## config.mk

```make
export PLATFORM = sky130hd
export DESIGN_NAME = write_ack_timer
export DESIGN_NICKNAME = d
export VERILOG_FILES = /design/src/wat_pkg.sv /design/src/link_rx.sv /design/src/write_ack_timer.sv
export VERILOG_INCLUDE_DIRS = /design/src
export SDC_FILE = /design/constraint.sdc
export NUM_CORES = 2
export LEC_CHECK = 0
export BUFFER_PORTS_ARGS = -buffer_cell sky130_fd_sc_hd__buf_4
export CORE_UTILIZATION = 50
export DETAILED_ROUTE_END_ITERATION = 16
export PLACE_DENSITY = 0.71
export SLEW_MARGIN = 20
export SYNTH_ARGS = -nofsm -noshare
export SYNTH_HDL_FRONTEND = slang
export SYNTH_SLANG_ARGS = --single-unit
```

## constraint.sdc

```tcl
create_clock -name pclk -period 10.96 [get_ports pclk]
set_clock_uncertainty 0.15 [all_clocks]
set_input_delay 0.548 -clock pclk [delete_from_list [all_inputs] [get_ports pclk]]
set_output_delay 0.548 -clock pclk [all_outputs]
set_load 0.02 [all_outputs]
```

## src/wat_consts.svh

```systemverilog
// Constants of the write-ack response timer: offsets, bits, resets, timing.
// Assumes a 100 MHz register clock; included by bare name.
`ifndef WAT_CONSTS_SVH
`define WAT_CONSTS_SVH

// ****************************************
// Timing
// ****************************************
`define PCLK_MHZ 100
`define RESP_TIMEOUT_US 55000
`define WTX_DELAY_US 3000
`define FWI_MAX 4'h8

// ****************************************
// Status words and link command codes
// ****************************************
`define SW1_OK 8'h90
`define SW2_OK 8'h00
`define CODE_SELECT 8'h01
`define CODE_READ 8'h02
`define CODE_UPDATE 8'h03
`define HDR_BYTES 16'h0003

// ****************************************
// Register byte offsets
// ****************************************
`define OFF_CTRL 12'h000
`define OFF_STATUS 12'h004
`define OFF_IFLAG 12'h008
`define OFF_HRSP 12'h00C
`define OFF_FILE_ID 12'h010
`define OFF_BUF_START 12'h014
`define OFF_FILE_OFS 12'h018
`define OFF_BLK_LEN 12'h01C
`define OFF_XMS 12'h020
`define OFF_FWT_EXT 12'h024
`define BUF_WIN_SEL 2'h1

// ****************************************
// Field positions and reset values
// ****************************************
`define CTRL_AUTO_ACK_BIT 8
`define HRSP_DONE_BIT 0
`define IFLAG_GEN_BIT 0
`define XMS_RST 6'h01
`define WTXM_RST 6'h00
`define FID_RST 16'h0000
`define BUF_START_VAL 32'h0000_0000

`endif

```

## src/wat_pkg.sv

```systemverilog
// Types shared by the write-ack response timer, its checker and its bench.
// Assumes nothing beyond a SystemVerilog compiler.
package wat_pkg;

	typedef enum logic [2:0] {
		ST_IDLE = 3'h0,
		ST_COPY = 3'h1,
		ST_PEND = 3'h3,
		ST_DELAY = 3'h2,
		ST_SEND = 3'h6
	} state_t;

	typedef enum logic [1:0] {
		CMD_NONE = 2'h0,
		CMD_SELECT = 2'h1,
		CMD_READ = 2'h2,
		CMD_UPDATE = 2'h3
	} cmd_t;

	typedef enum logic {
		RSP_STATUS = 1'b0,
		RSP_WTX = 1'b1
	} rsp_kind_t;

	typedef struct packed {
		cmd_t cmd;
		logic [15:0] offset;
		logic [15:0] len;
		logic auto_acked;
	} hdr_t;

	typedef struct packed {
		rsp_kind_t kind;
		logic [7:0] b0;
		logic [7:0] b1;
	} resp_t;

endpackage

```

## src/link_rx.sv

```systemverilog
// Link receiver: brings reader clock, frame and data into the pclk domain.
// Assumes the link clock is far slower than pclk and data is stable at its rise.
`timescale 1ns/1ps
`default_nettype none

module link_rx (
	input wire logic pclk,
	input wire logic presetn,
	input wire logic lnk_clk,
	input wire logic lnk_frame,
	input wire logic [7:0] lnk_data,
	output logic byte_stb,
	output logic [7:0] byte_dat,
	output logic frm_start,
	output logic frm_end
);

	logic [1:0] clk_s_r;
	logic [1:0] frm_s_r;
	logic [7:0] dat_s1_r;
	logic [7:0] dat_s2_r;
	logic clk_d_r;
	logic frm_d_r;

	// ****************************************
	// Two-stage synchronisers, then edge finders on stage two only
	// ****************************************
	always_ff @(posedge pclk or negedge presetn) begin
		if (!presetn) begin
			clk_s_r <= 2'h0;
			frm_s_r <= 2'h0;
			dat_s1_r <= 8'h00;
			dat_s2_r <= 8'h00;
			clk_d_r <= 1'b0;
			frm_d_r <= 1'b0;
			byte_stb <= 1'b0;
			byte_dat <= 8'h00;
			frm_start <= 1'b0;
			frm_end <= 1'b0;
		end else begin
			clk_s_r <= {clk_s_r[0], lnk_clk};
			frm_s_r <= {frm_s_r[0], lnk_frame};
			dat_s1_r <= lnk_data;
			dat_s2_r <= dat_s1_r;
			clk_d_r <= clk_s_r[1];
			frm_d_r <= frm_s_r[1];
			// Byte taken at each link clock rise inside a frame
			byte_stb <= clk_s_r[1] & ~clk_d_r & frm_s_r[1];
			byte_dat <= dat_s2_r;
			frm_start <= frm_s_r[1] & ~frm_d_r;
			frm_end <= ~frm_s_r[1] & frm_d_r;
		end
	end

endmodule

`default_nettype wire

```

## src/write_ack_timer.sv

```systemverilog
// Write-ack response timer: nonblocking write handling and host response
// supervision with wait-time extension. APB slave on pclk; the reader link
// arrives on plain pins and is sampled by pclk through link_rx.
`timescale 1ns/1ps
`default_nettype none
`include "wat_consts.svh"

module write_ack_timer #(
	parameter int DEPTH = 256,
	parameter int RESP_CYC = `RESP_TIMEOUT_US * `PCLK_MHZ,
	parameter int WTX_CYC = `WTX_DELAY_US * `PCLK_MHZ
) (
	input wire logic pclk,
	input wire logic presetn,
	input wire logic psel,
	input wire logic penable,
	input wire logic pwrite,
	input wire logic [11:0] paddr,
	input wire logic [31:0] pwdata,
	output logic [31:0] prdata,
	output logic pready,
	output logic pslverr,
	input wire logic lnk_clk,
	input wire logic lnk_frame,
	input wire logic [7:0] lnk_data,
	output logic resp_valid,
	output wat_pkg::resp_t resp_out,
	output logic host_irq_out,
	output logic host_port_ready_pin,
	output logic wait_extension_indicator
);
	import wat_pkg::*;

	localparam int AW = $clog2(DEPTH);

	// ****************************************
	// Declarations
	// ****************************************
	logic byte_stb;
	logic [7:0] byte_dat;
	logic frm_start;
	logic frm_end;

	logic [7:0] tmp_buf [DEPTH];
	logic [7:0] std_buf [DEPTH];

	state_t st_r, st_nxt;
	logic auto_r, auto_nxt;
	logic iflag_r, iflag_nxt;
	logic done_r, done_nxt;
	logic [5:0] xms_r, xms_nxt;
	logic [5:0] wtxm_r, wtxm_nxt;
	logic [15:0] fid_r, fid_nxt;
	hdr_t cur_r, cur_nxt;
	hdr_t tmp_r, tmp_nxt;
	logic tmp_full_r, tmp_full_nxt;
	logic accept_r, accept_nxt;
	logic [15:0] bcnt_r, bcnt_nxt;
	logic [15:0] cidx_r, cidx_nxt;
	logic [31:0] tmr_r, tmr_nxt;
	logic wtx_sent_r, wtx_sent_nxt;
	logic rvalid_nxt;
	resp_t resp_nxt;
	logic ready_nxt;
	logic wind_nxt;
	logic [31:0] prdata_nxt;
	logic pready_nxt;
	logic pslverr_nxt;

	logic wr_go;
	logic rd_setup;
	logic ack_now;

	// ****************************************
	// Address decode
	// ****************************************
	function automatic logic hit(input logic [11:0] a, input logic [11:0] off);
		hit = (a[11:2] == off[11:2]);
	endfunction

	function automatic logic in_buf(input logic [11:0] a);
		in_buf = (a[11:10] == `BUF_WIN_SEL) && (32'(a[9:2]) < DEPTH);
	endfunction

	function automatic cmd_t decode_cmd(input logic [7:0] code);
		case (code)
			`CODE_SELECT: decode_cmd = CMD_SELECT;
			`CODE_READ: decode_cmd = CMD_READ;
			`CODE_UPDATE: decode_cmd = CMD_UPDATE;
			default: decode_cmd = CMD_NONE;
		endcase
	endfunction

	link_rx u_rx (
		.pclk(pclk),
		.presetn(presetn),
		.lnk_clk(lnk_clk),
		.lnk_frame(lnk_frame),
		.lnk_data(lnk_data),
		.byte_stb(byte_stb),
		.byte_dat(byte_dat),
		.frm_start(frm_start),
		.frm_end(frm_end)
	);

	// ****************************************
	// Buffers
	// ****************************************
	// Payload always lands in the temp buffer, so the host buffer never
	// changes under a host that is still draining it.
	always_ff @(posedge pclk) begin
		if (byte_stb && accept_r && bcnt_r >= `HDR_BYTES &&
				32'(bcnt_r - `HDR_BYTES) < DEPTH) begin
			tmp_buf[AW'(bcnt_r - `HDR_BYTES)] <= byte_dat;
		end
		if (st_r == ST_COPY && cidx_r < tmp_r.len && 32'(cidx_r) < DEPTH) begin
			std_buf[AW'(cidx_r)] <= tmp_buf[AW'(cidx_r)];
		end
	end

	// ****************************************
	// Next-state logic
	// ****************************************
	assign wr_go = psel & penable & pready & pwrite;
	assign rd_setup = psel & ~penable;

	always_comb begin
		st_nxt = st_r;
		auto_nxt = auto_r;
		iflag_nxt = iflag_r;
		done_nxt = done_r;
		xms_nxt = xms_r;
		wtxm_nxt = wtxm_r;
		fid_nxt = fid_r;
		cur_nxt = cur_r;
		tmp_nxt = tmp_r;
		tmp_full_nxt = tmp_full_r;
		accept_nxt = accept_r;
		bcnt_nxt = bcnt_r;
		cidx_nxt = cidx_r;
		tmr_nxt = tmr_r;
		wtx_sent_nxt = wtx_sent_r;
		rvalid_nxt = 1'b0;
		resp_nxt = resp_out;
		ready_nxt = host_port_ready_pin;
		wind_nxt = wait_extension_indicator;
		ack_now = 1'b0;

		// Register writes
		if (wr_go) begin
			if (hit(paddr, `OFF_CTRL)) begin
				auto_nxt = pwdata[`CTRL_AUTO_ACK_BIT];
			end
			if (hit(paddr, `OFF_IFLAG) && pwdata[`IFLAG_GEN_BIT]) begin
				iflag_nxt = 1'b0;
			end
			if (hit(paddr, `OFF_HRSP) && pwdata[`HRSP_DONE_BIT]) begin
				done_nxt = 1'b1;
			end
			if (hit(paddr, `OFF_XMS)) begin
				xms_nxt = pwdata[5:0];
			end
		end

		// Frame reception
		if (frm_start) begin
			// A full temp buffer means the host fell behind: frame is dropped
			accept_nxt = ~tmp_full_r;
			bcnt_nxt = 16'h0000;
			tmp_nxt = tmp_full_r ? tmp_r : '0;
		end
		if (byte_stb && accept_r) begin
			bcnt_nxt = bcnt_r + 16'h0001;
			if (bcnt_r == 16'h0000) begin
				tmp_nxt.cmd = decode_cmd(byte_dat);
			end else if (bcnt_r == 16'h0001) begin
				tmp_nxt.offset[15:8] = byte_dat;
			end else if (bcnt_r == 16'h0002) begin
				tmp_nxt.offset[7:0] = byte_dat;
			end else begin
				tmp_nxt.len = tmp_r.len + 16'h0001;
			end
		end
		if (frm_end && accept_r) begin
			accept_nxt = 1'b0;
			if (tmp_r.cmd != CMD_NONE && bcnt_r >= `HDR_BYTES) begin
				if (auto_r && tmp_r.cmd == CMD_UPDATE) begin
					ack_now = 1'b1;
					tmp_nxt.auto_acked = 1'b1;
					tmp_full_nxt = 1'b1;
				end else if (st_r == ST_IDLE) begin
					tmp_full_nxt = 1'b1;
				end
				// Otherwise the frame meets an unserviced command and is not answered.
			end
		end
		if (ack_now) begin
			rvalid_nxt = 1'b1;
			resp_nxt = '{kind: RSP_STATUS, b0: `SW1_OK, b1: `SW2_OK};
		end

		unique case (st_r)
			ST_IDLE: begin
				if (tmp_full_r) begin
					cidx_nxt = 16'h0000;
					st_nxt = ST_COPY;
				end
			end
			ST_COPY: begin
				cidx_nxt = cidx_r + 16'h0001;
				if (cidx_r >= tmp_r.len) begin
					cur_nxt = tmp_r;
					if (tmp_r.cmd == CMD_SELECT) begin
						fid_nxt = tmp_r.offset;
					end
					tmp_full_nxt = ack_now;
					iflag_nxt = 1'b1;
					done_nxt = 1'b0;
					tmr_nxt = 32'h0000_0000;
					wtx_sent_nxt = 1'b0;
					st_nxt = ST_PEND;
				end
			end
			ST_PEND: begin
				if (done_r) begin
					// Done is kept while an auto ack holds the reply lane
					if (!cur_r.auto_acked && !ack_now) begin
						done_nxt = 1'b0;
						rvalid_nxt = 1'b1;
						resp_nxt = '{kind: RSP_STATUS, b0: `SW1_OK, b1: `SW2_OK};
						st_nxt = ST_IDLE;
					end else if (cur_r.auto_acked) begin
						done_nxt = 1'b0;
						st_nxt = ST_IDLE;
					end
				end else if (!wtx_sent_r) begin
					// After the extension the timer stops, so no second expiry occurs.
					tmr_nxt = tmr_r + 32'h0000_0001;
					if (tmr_r >= 32'(RESP_CYC - 1)) begin
						ready_nxt = 1'b0;
						wind_nxt = 1'b0;
						tmr_nxt = 32'h0000_0000;
						st_nxt = ST_DELAY;
					end
				end
			end
			ST_DELAY: begin
				tmr_nxt = tmr_r + 32'h0000_0001;
				if (tmr_r >= 32'(WTX_CYC - 1)) begin
					st_nxt = ST_SEND;
				end
			end
			ST_SEND: begin
				// An auto ack in this cycle owns the reply lane; retry next cycle
				if (!ack_now) begin
					wtxm_nxt = xms_r;
					rvalid_nxt = 1'b1;
					resp_nxt = '{kind: RSP_WTX, b0: {2'b00, xms_r}, b1: 8'h00};
					ready_nxt = 1'b1;
					wind_nxt = 1'b1;
					wtx_sent_nxt = 1'b1;
					st_nxt = ST_PEND;
				end
			end
		endcase

		// APB answer: registered in setup, shown in the access phase
		pready_nxt = rd_setup;
		pslverr_nxt = 1'b0;
		prdata_nxt = 32'h0000_0000;
		if (rd_setup) begin
			if (hit(paddr, `OFF_CTRL)) begin
				prdata_nxt[`CTRL_AUTO_ACK_BIT] = auto_r;
			end else if (hit(paddr, `OFF_STATUS)) begin
				prdata_nxt = {19'h0, st_r != ST_IDLE, `FWI_MAX, 6'h00, cur_r.cmd};
			end else if (hit(paddr, `OFF_IFLAG)) begin
				prdata_nxt[`IFLAG_GEN_BIT] = iflag_r;
			end else if (hit(paddr, `OFF_HRSP)) begin
				prdata_nxt[`HRSP_DONE_BIT] = done_r;
			end else if (hit(paddr, `OFF_FILE_ID)) begin
				prdata_nxt = {16'h0000, fid_r};
			end else if (hit(paddr, `OFF_BUF_START)) begin
				prdata_nxt = `BUF_START_VAL;
			end else if (hit(paddr, `OFF_FILE_OFS)) begin
				prdata_nxt = {16'h0000, cur_r.offset};
			end else if (hit(paddr, `OFF_BLK_LEN)) begin
				prdata_nxt = {16'h0000, cur_r.len};
			end else if (hit(paddr, `OFF_XMS)) begin
				prdata_nxt = {26'h0, xms_r};
			end else if (hit(paddr, `OFF_FWT_EXT)) begin
				prdata_nxt = {26'h0, wtxm_r};
			end else if (in_buf(paddr)) begin
				prdata_nxt = {24'h0, std_buf[AW'(paddr[9:2])]};
			end else begin
				pslverr_nxt = 1'b1;
			end
		end
	end

	// ****************************************
	// State registers
	// ****************************************
	always_ff @(posedge pclk or negedge presetn) begin
		if (!presetn) begin
			st_r <= ST_IDLE;
			auto_r <= 1'b0;
			iflag_r <= 1'b0;
			done_r <= 1'b0;
			xms_r <= `XMS_RST;
			wtxm_r <= `WTXM_RST;
			fid_r <= `FID_RST;
			cur_r <= '0;
			tmp_r <= '0;
			tmp_full_r <= 1'b0;
			accept_r <= 1'b0;
			bcnt_r <= 16'h0000;
			cidx_r <= 16'h0000;
			tmr_r <= 32'h0000_0000;
			wtx_sent_r <= 1'b0;
			resp_valid <= 1'b0;
			resp_out <= '0;
			host_irq_out <= 1'b0;
			host_port_ready_pin <= 1'b1;
			wait_extension_indicator <= 1'b1;
			prdata <= 32'h0000_0000;
			pready <= 1'b0;
			pslverr <= 1'b0;
		end else begin
			st_r <= st_nxt;
			auto_r <= auto_nxt;
			iflag_r <= iflag_nxt;
			done_r <= done_nxt;
			xms_r <= xms_nxt;
			wtxm_r <= wtxm_nxt;
			fid_r <= fid_nxt;
			cur_r <= cur_nxt;
			tmp_r <= tmp_nxt;
			tmp_full_r <= tmp_full_nxt;
			accept_r <= accept_nxt;
			bcnt_r <= bcnt_nxt;
			cidx_r <= cidx_nxt;
			tmr_r <= tmr_nxt;
			wtx_sent_r <= wtx_sent_nxt;
			resp_valid <= rvalid_nxt;
			resp_out <= resp_nxt;
			host_irq_out <= iflag_nxt;
			host_port_ready_pin <= ready_nxt;
			wait_extension_indicator <= wind_nxt;
			prdata <= prdata_nxt;
			pready <= pready_nxt;
			pslverr <= pslverr_nxt;
		end
	end

endmodule

`default_nettype wire
```

* Yosys cells after proc, flatten, opt, wreduce, memory -nomap -nowiden
Memories as Yosys holds them, arrays and structs flattened.
Cells that the tools add are included.
** Cells by class
- Equal/unequal tests :: 31
- $lt $le $gt $ge :: 7
- Reduce and logical (&&, ||, !) cells :: 34
- Add/subtract/negate cells :: 6
- $mul :: 0
- Shift-type cells :: 0
- Bitwise operators :: 14
- Div/mod/pow operators :: 0
- Multiplexer cells :: 103
** Operator list (number)
- $mux W32 :: 7
- $mux W16 :: 8
- $pmux W32 S3 :: 1
- $mux W35 :: 2
- $mux W17 :: 4
- $mux W1 :: 52
- $add A16 B1 Y16 const B :: 3
- $mux W8 :: 6
- $eq A10 B3 Y1 const B :: 4
- $mux W34 :: 1
- $pmux W17 S2 :: 1
- $add A32 B1 Y32 const B :: 1
- $ge A32 B19 Y1 const B :: 1
- $ge A32 B23 Y1 const B :: 1
- $lt A32 B9 Y1 const B :: 1
- $pmux W16 S2 :: 1
- $mux W15 :: 2
- $mux W3 :: 9
- $mux W24 :: 1
- $mux W23 :: 1
- $eq A10 B2 Y1 const B :: 2
- $eq A10 B4 Y1 const B :: 2
- $sub A16 B2 Y17 const B :: 1
- $eq A16 B1 Y1 const B :: 1
- 36 further kinds :: 82
** Storage, ports and cells
- Memory bits (read-only) :: 0
- Memories kept :: 2
- Input port bits :: 59
- Bits in writable memories :: 4096
- Word-level logic and storage cells :: 236
- Bits in latches :: 0
- Register bits :: 257
** Memory list
- std_buf :: words 256, width 8, read ports 1, clocked after memory_dff 0, wr ports 1, RTL line write_ack_timer.sv:45 : logic [7:0] std_buf [DEPTH];
- tmp_buf :: words 256, width 8, read ports 1, clocked after memory_dff 0, wr ports 1, RTL line write_ack_timer.sv:44 : logic [7:0] tmp_buf [DEPTH];

* Depth between registers and ports, before layout
- Depth after elaboration :: 13
- Depth in mapped cells :: 17
- Gate-level depth less buffers :: 10

* Hierarchy
Synthesis repeated with hierarchy kept, for this count alone.
** Unflattened totals
- Cell total of the unflattened synthesis :: 8248
- Area total of the unflattened synthesis :: 169909.2 µm²
** By module, submodules not included
- write_ack_timer :: instances 1, area an instance 169062.1 µm², cells each 8212
- link_rx :: instances 1, area an instance 847.1 µm², cells each 36

* Least setup slack after synthesis
Ideal clock, no wire load.
- Kind :: register to register
- From :: register cidx_r[1]
- To :: memory std_buf[0][0] (data pin)
- Arrival :: 8.802 ns
- Clock period less this slack :: 10.485 ns
- Stages on the path, launching flop included :: 10
- Path slack :: 0.475 ns
- Setup time :: 1.532 ns
- Data required time :: 9.278 ns
- Cells stage by stage :: dfrtp_1 clkbuf_1 buf_1 clkbuf_1 mux4_2 mux4_2 nand2_1 o211ai_1 o21ai_0 o211ai_1
** Between the ends
- Word-level cells in the longest chain between the ends :: 1
** Ends and longest elaborated chain
- start, declared :: RTL line write_ack_timer.sv:59 : logic [15:0] cidx_r, cidx_nxt;
- start signal, assigned :: RTL line write_ack_timer.sv:341 : cidx_r <= cidx_nxt;
- $mem_v2 Z256 W8
- end, declared :: RTL line write_ack_timer.sv:45
Every way passes these cells.

* Final worst setup path
- From :: register cidx_r[1]
- To :: memory std_buf[165][6] (data pin)
Same word-level chain as after synthesis.

==> impl_metrics.tcl <==
set metrics [dict create \
    worst_slack_ns 4.48 \
    maxSlewViolCount 0 \
    cts_made_buffers 405 \
    preCtsSetupSlack_ns 4.41 \
    hold_viol_final 0 \
    path_class "register to register" \
    status "completed" \
    syn2layout_area_growth_pct 11.5 \
    die_area_um2 342000 \
    wl_per_cell_um 31.4 \
    die_h_um 584 \
    drt_iter0_drc 10700 \
    gp_congestion 0.856 \
    ys_seq_area_share_pct 76.1 \
    syn_area_um2 170000 \
    gr-usage-met1_pct 33.4 \
    seqPwrFrac_pct 49.0 \
    cts.sinks 4337 \
    p_comb_share_pct 17.4 \
    post_cts_buffers 0 \
    layoutNonFillerInstCount 13200 \
    std_cell_rows 213 \
    setup-violations-final 0 \
    ys_async_sr_fraction_pct 5.56 \
    ys.warnings.count 0 \
    cts-htree-levels 5 \
    start_util_pct 50.3 \
    p_sw_mw 10.7 \
    cp_common_cell "mux4_2" \
    overflow 0 \
    io_buffers 70 \
    p_leak_nw 58.7 \
    worst_pin_slew_ns 1.26 \
    avgViaCountPerCell 6.40 \
    final_util_pct 56.1 \
    core-area_um2 337000 \
    critPathMaxFanout 79 \
    ys_ff_latch 4337 \
    grt-busiest-layer "met2" \
    worstSetupEndpointType "register" \
    nNetsFinal 8432 \
    fin_crit_sh_pct 59.2 \
    p_int_mw 30.0 \
    synth-edff-count 4096 \
    worstHoldPathType "input port to register" \
    grt_max_degree 256 \
    grt_pass1_vias 84200 \
    switching_share_pct 26.3 \
    cp-start-kind "register" \
    path_cells "buf_12 > buf_4 > mux4_2 > mux4_2 > mux4_2 > a22oi_1 > nand3_4 > buf_4 > buf_12" \
    fillers 24200 \
    cp_slowest_cell "nand3_4" \
    min_period_ns 6.48 \
    die_w_um 584 \
    cp_slowest_stage_delay_ns 0.88 \
    clock_path_buffers 4 \
    pin_count 114 \
    crit_required_ns 11.42 \
    hold_path_depth 4 \
    maxCapViolations 0 \
    drc_errors 0 \
    final.setup.tns_ns 0 \
    synthFlopType "edfxtp_1" \
    path_clk_slew_ns 0.06 \
    path_buf_inv 4 \
    ir_drop_uv 269 \
    ff2ff_path_depth 9 \
    grt_use_met2_pct 38.6 \
    crit_cells 9 \
    max-slew-margin-rel_pct 16.0 \
    dr_total_vias 84500 \
    whs_ns 0.0621 \
    antenna_found_initial 14 \
    grt.total_usage_pct 24.1 \
    layout-drive-gt1-share_pct 25.6 \
    cts-root-buf "clkbuf_16" \
    clock_power_share_pct 33.7 \
    cts_tree "built" \
    grt_pass1_wl_um 598000 \
    met3_usage_pct 4.52 \
    crit_family "buffers and inverters" \
    syn_inst 8134 \
    insertion_delay_ns 0.92 \
    dp.cells 12400 \
    grt_setup_unrepaired "false" \
    wl_um 415000 \
    avgSynthCellArea_um2 20.9 \
    hpwlAfterDp_um 242000 \
    max_clock_freq_mhz 154 \
    worstPathArrival_ns 6.94 \
    drtPass1Iterations 6 \
    postRouteAntennaNets 0 \
    powerDensity_nw_per_um2 215 \
    synth_cell_types 72 \
]
==> worst paths after layout <==
kind                                  start               end  slack, ns
min reg2reg                u_rx.dat_s2_r[5]  u_rx.byte_dat[5]       0.19
min                                  pwrite            auto_r       0.06
max reg2reg                       cidx_r[1]   std_buf[165][6]       4.48
max                               cidx_r[1]   std_buf[165][6]       4.48
max in group asynchronous           presetn  u_rx.byte_dat[3]       8.81
min in group asynchronous           presetn          xms_r[0]       0.07
==> logic make-up after synthesis <==
group / after synthesis / share of synthesized area, %
xor gates and xnor gates: 19 / 0.0981
and+or+nand+nor: 1218 / 3.19
muxes: 1304 / 16.2
buffers and inverters: 552 / 1.60
other: 1 / 0.00221
adders and majority gates: 28 / 0.207
AOI/OAI and AO/OA: 675 / 2.66
DFF: 4337 / 76.1
==> tightest hold or removal path: stages <==
cell     delay, ns
buf_4         0.10
nand4_1       0.15
nor3_1        0.07
mux2_2        0.21
==> through the flow <==
stage          total power [mW]  cell area (um2)
6_report                   40.7           189000
5_1_grt                    41.7           189000
4_1_cts                    40.8           189000
3_5_place_dp               27.3           176000
3_3_place_gp               27.0           175000
2_1_floorplan              25.3           170000
==> cell usage after synthesis (all sizes together) (108+ instances only) <==
master	number	area share, %
edfxtp	4096	73
mux4	1142	15
nor2	470	1.0
nand2	283	0.63
clkbuf	265	0.59
buf	241	0.91
dfrtp	239	3.5
nor3	182	0.54
o21ai	160	0.47
a21oi	119	0.35
a22oi	118	0.52
mux2i	109	0.64
nand3	108	0.32
==> metal layers <==
layer,up-vias,wire length (um)
met1,44800,156000
li1,34200,-
met3,777,40500
met5,-,69
met4,10,16500
met2,4720,202000
==> registers in the layout (all words and copies together), names as in the netlist, 17 cells and up <==
name,count
std_buf,2048
resp_out,17
tmp_r,35
tmp_buf,2048
tmr_r,32
cur_r,35
==> placed cells by master (no fill, tap or decap), types with 56 or more instances in the layout <==
cell type	n
mux4_2	1142
clkbuf_1	80
mux2i_1	109
nor2_1	467
nor3_1	56
dfrtp_1	226
a21oi_1	119
clkinv_1	84
buf_4	235
a22oi_1	118
clkbuf_16	415
nand3_1	103
clkinv_2	89
edfxtp_1	4096
nand2_1	278
o21ai_0	149
nor3_2	125
==> final cells by class <==
| class | count | area [um2] | share of cell area [%] |
|---|---|---|---|
| antenna | 7 | 17.5 | 0.00926 |
| clock buffer | 505 | 10800 | 5.72 |
| clock inverter | 234 | 1930 | 1.02 |
| inverter | 46 | 173 | 0.0913 |
| multi-input combinational | 3260 | 38700 | 20.5 |
| sequential | 4337 | 129000 | 68.3 |
| tap | 4515 | 5650 | 2.99 |
| timing repair buffer | 295 | 2730 | 1.44 |
==> what timing repair did <==
action | 4_1_cts | 5_1_grt
hold buffers | 23 | 0
hold endpoints to repair | 68 | 0
resized for setup | 0 | 0
==> power groups by stage <==
stage,combinational (mW),clock [mW],sequential (mW)
after floorplan,4.42,0,20.9
after detailed placement,6.99,0,20.3
final,7.06,13.7,19.9
after global placement,6.74,0,20.3
after CTS,7.02,13.8,20.0
after global routing,7.40,14.4,19.9
(Power assumes the default switching activity.)
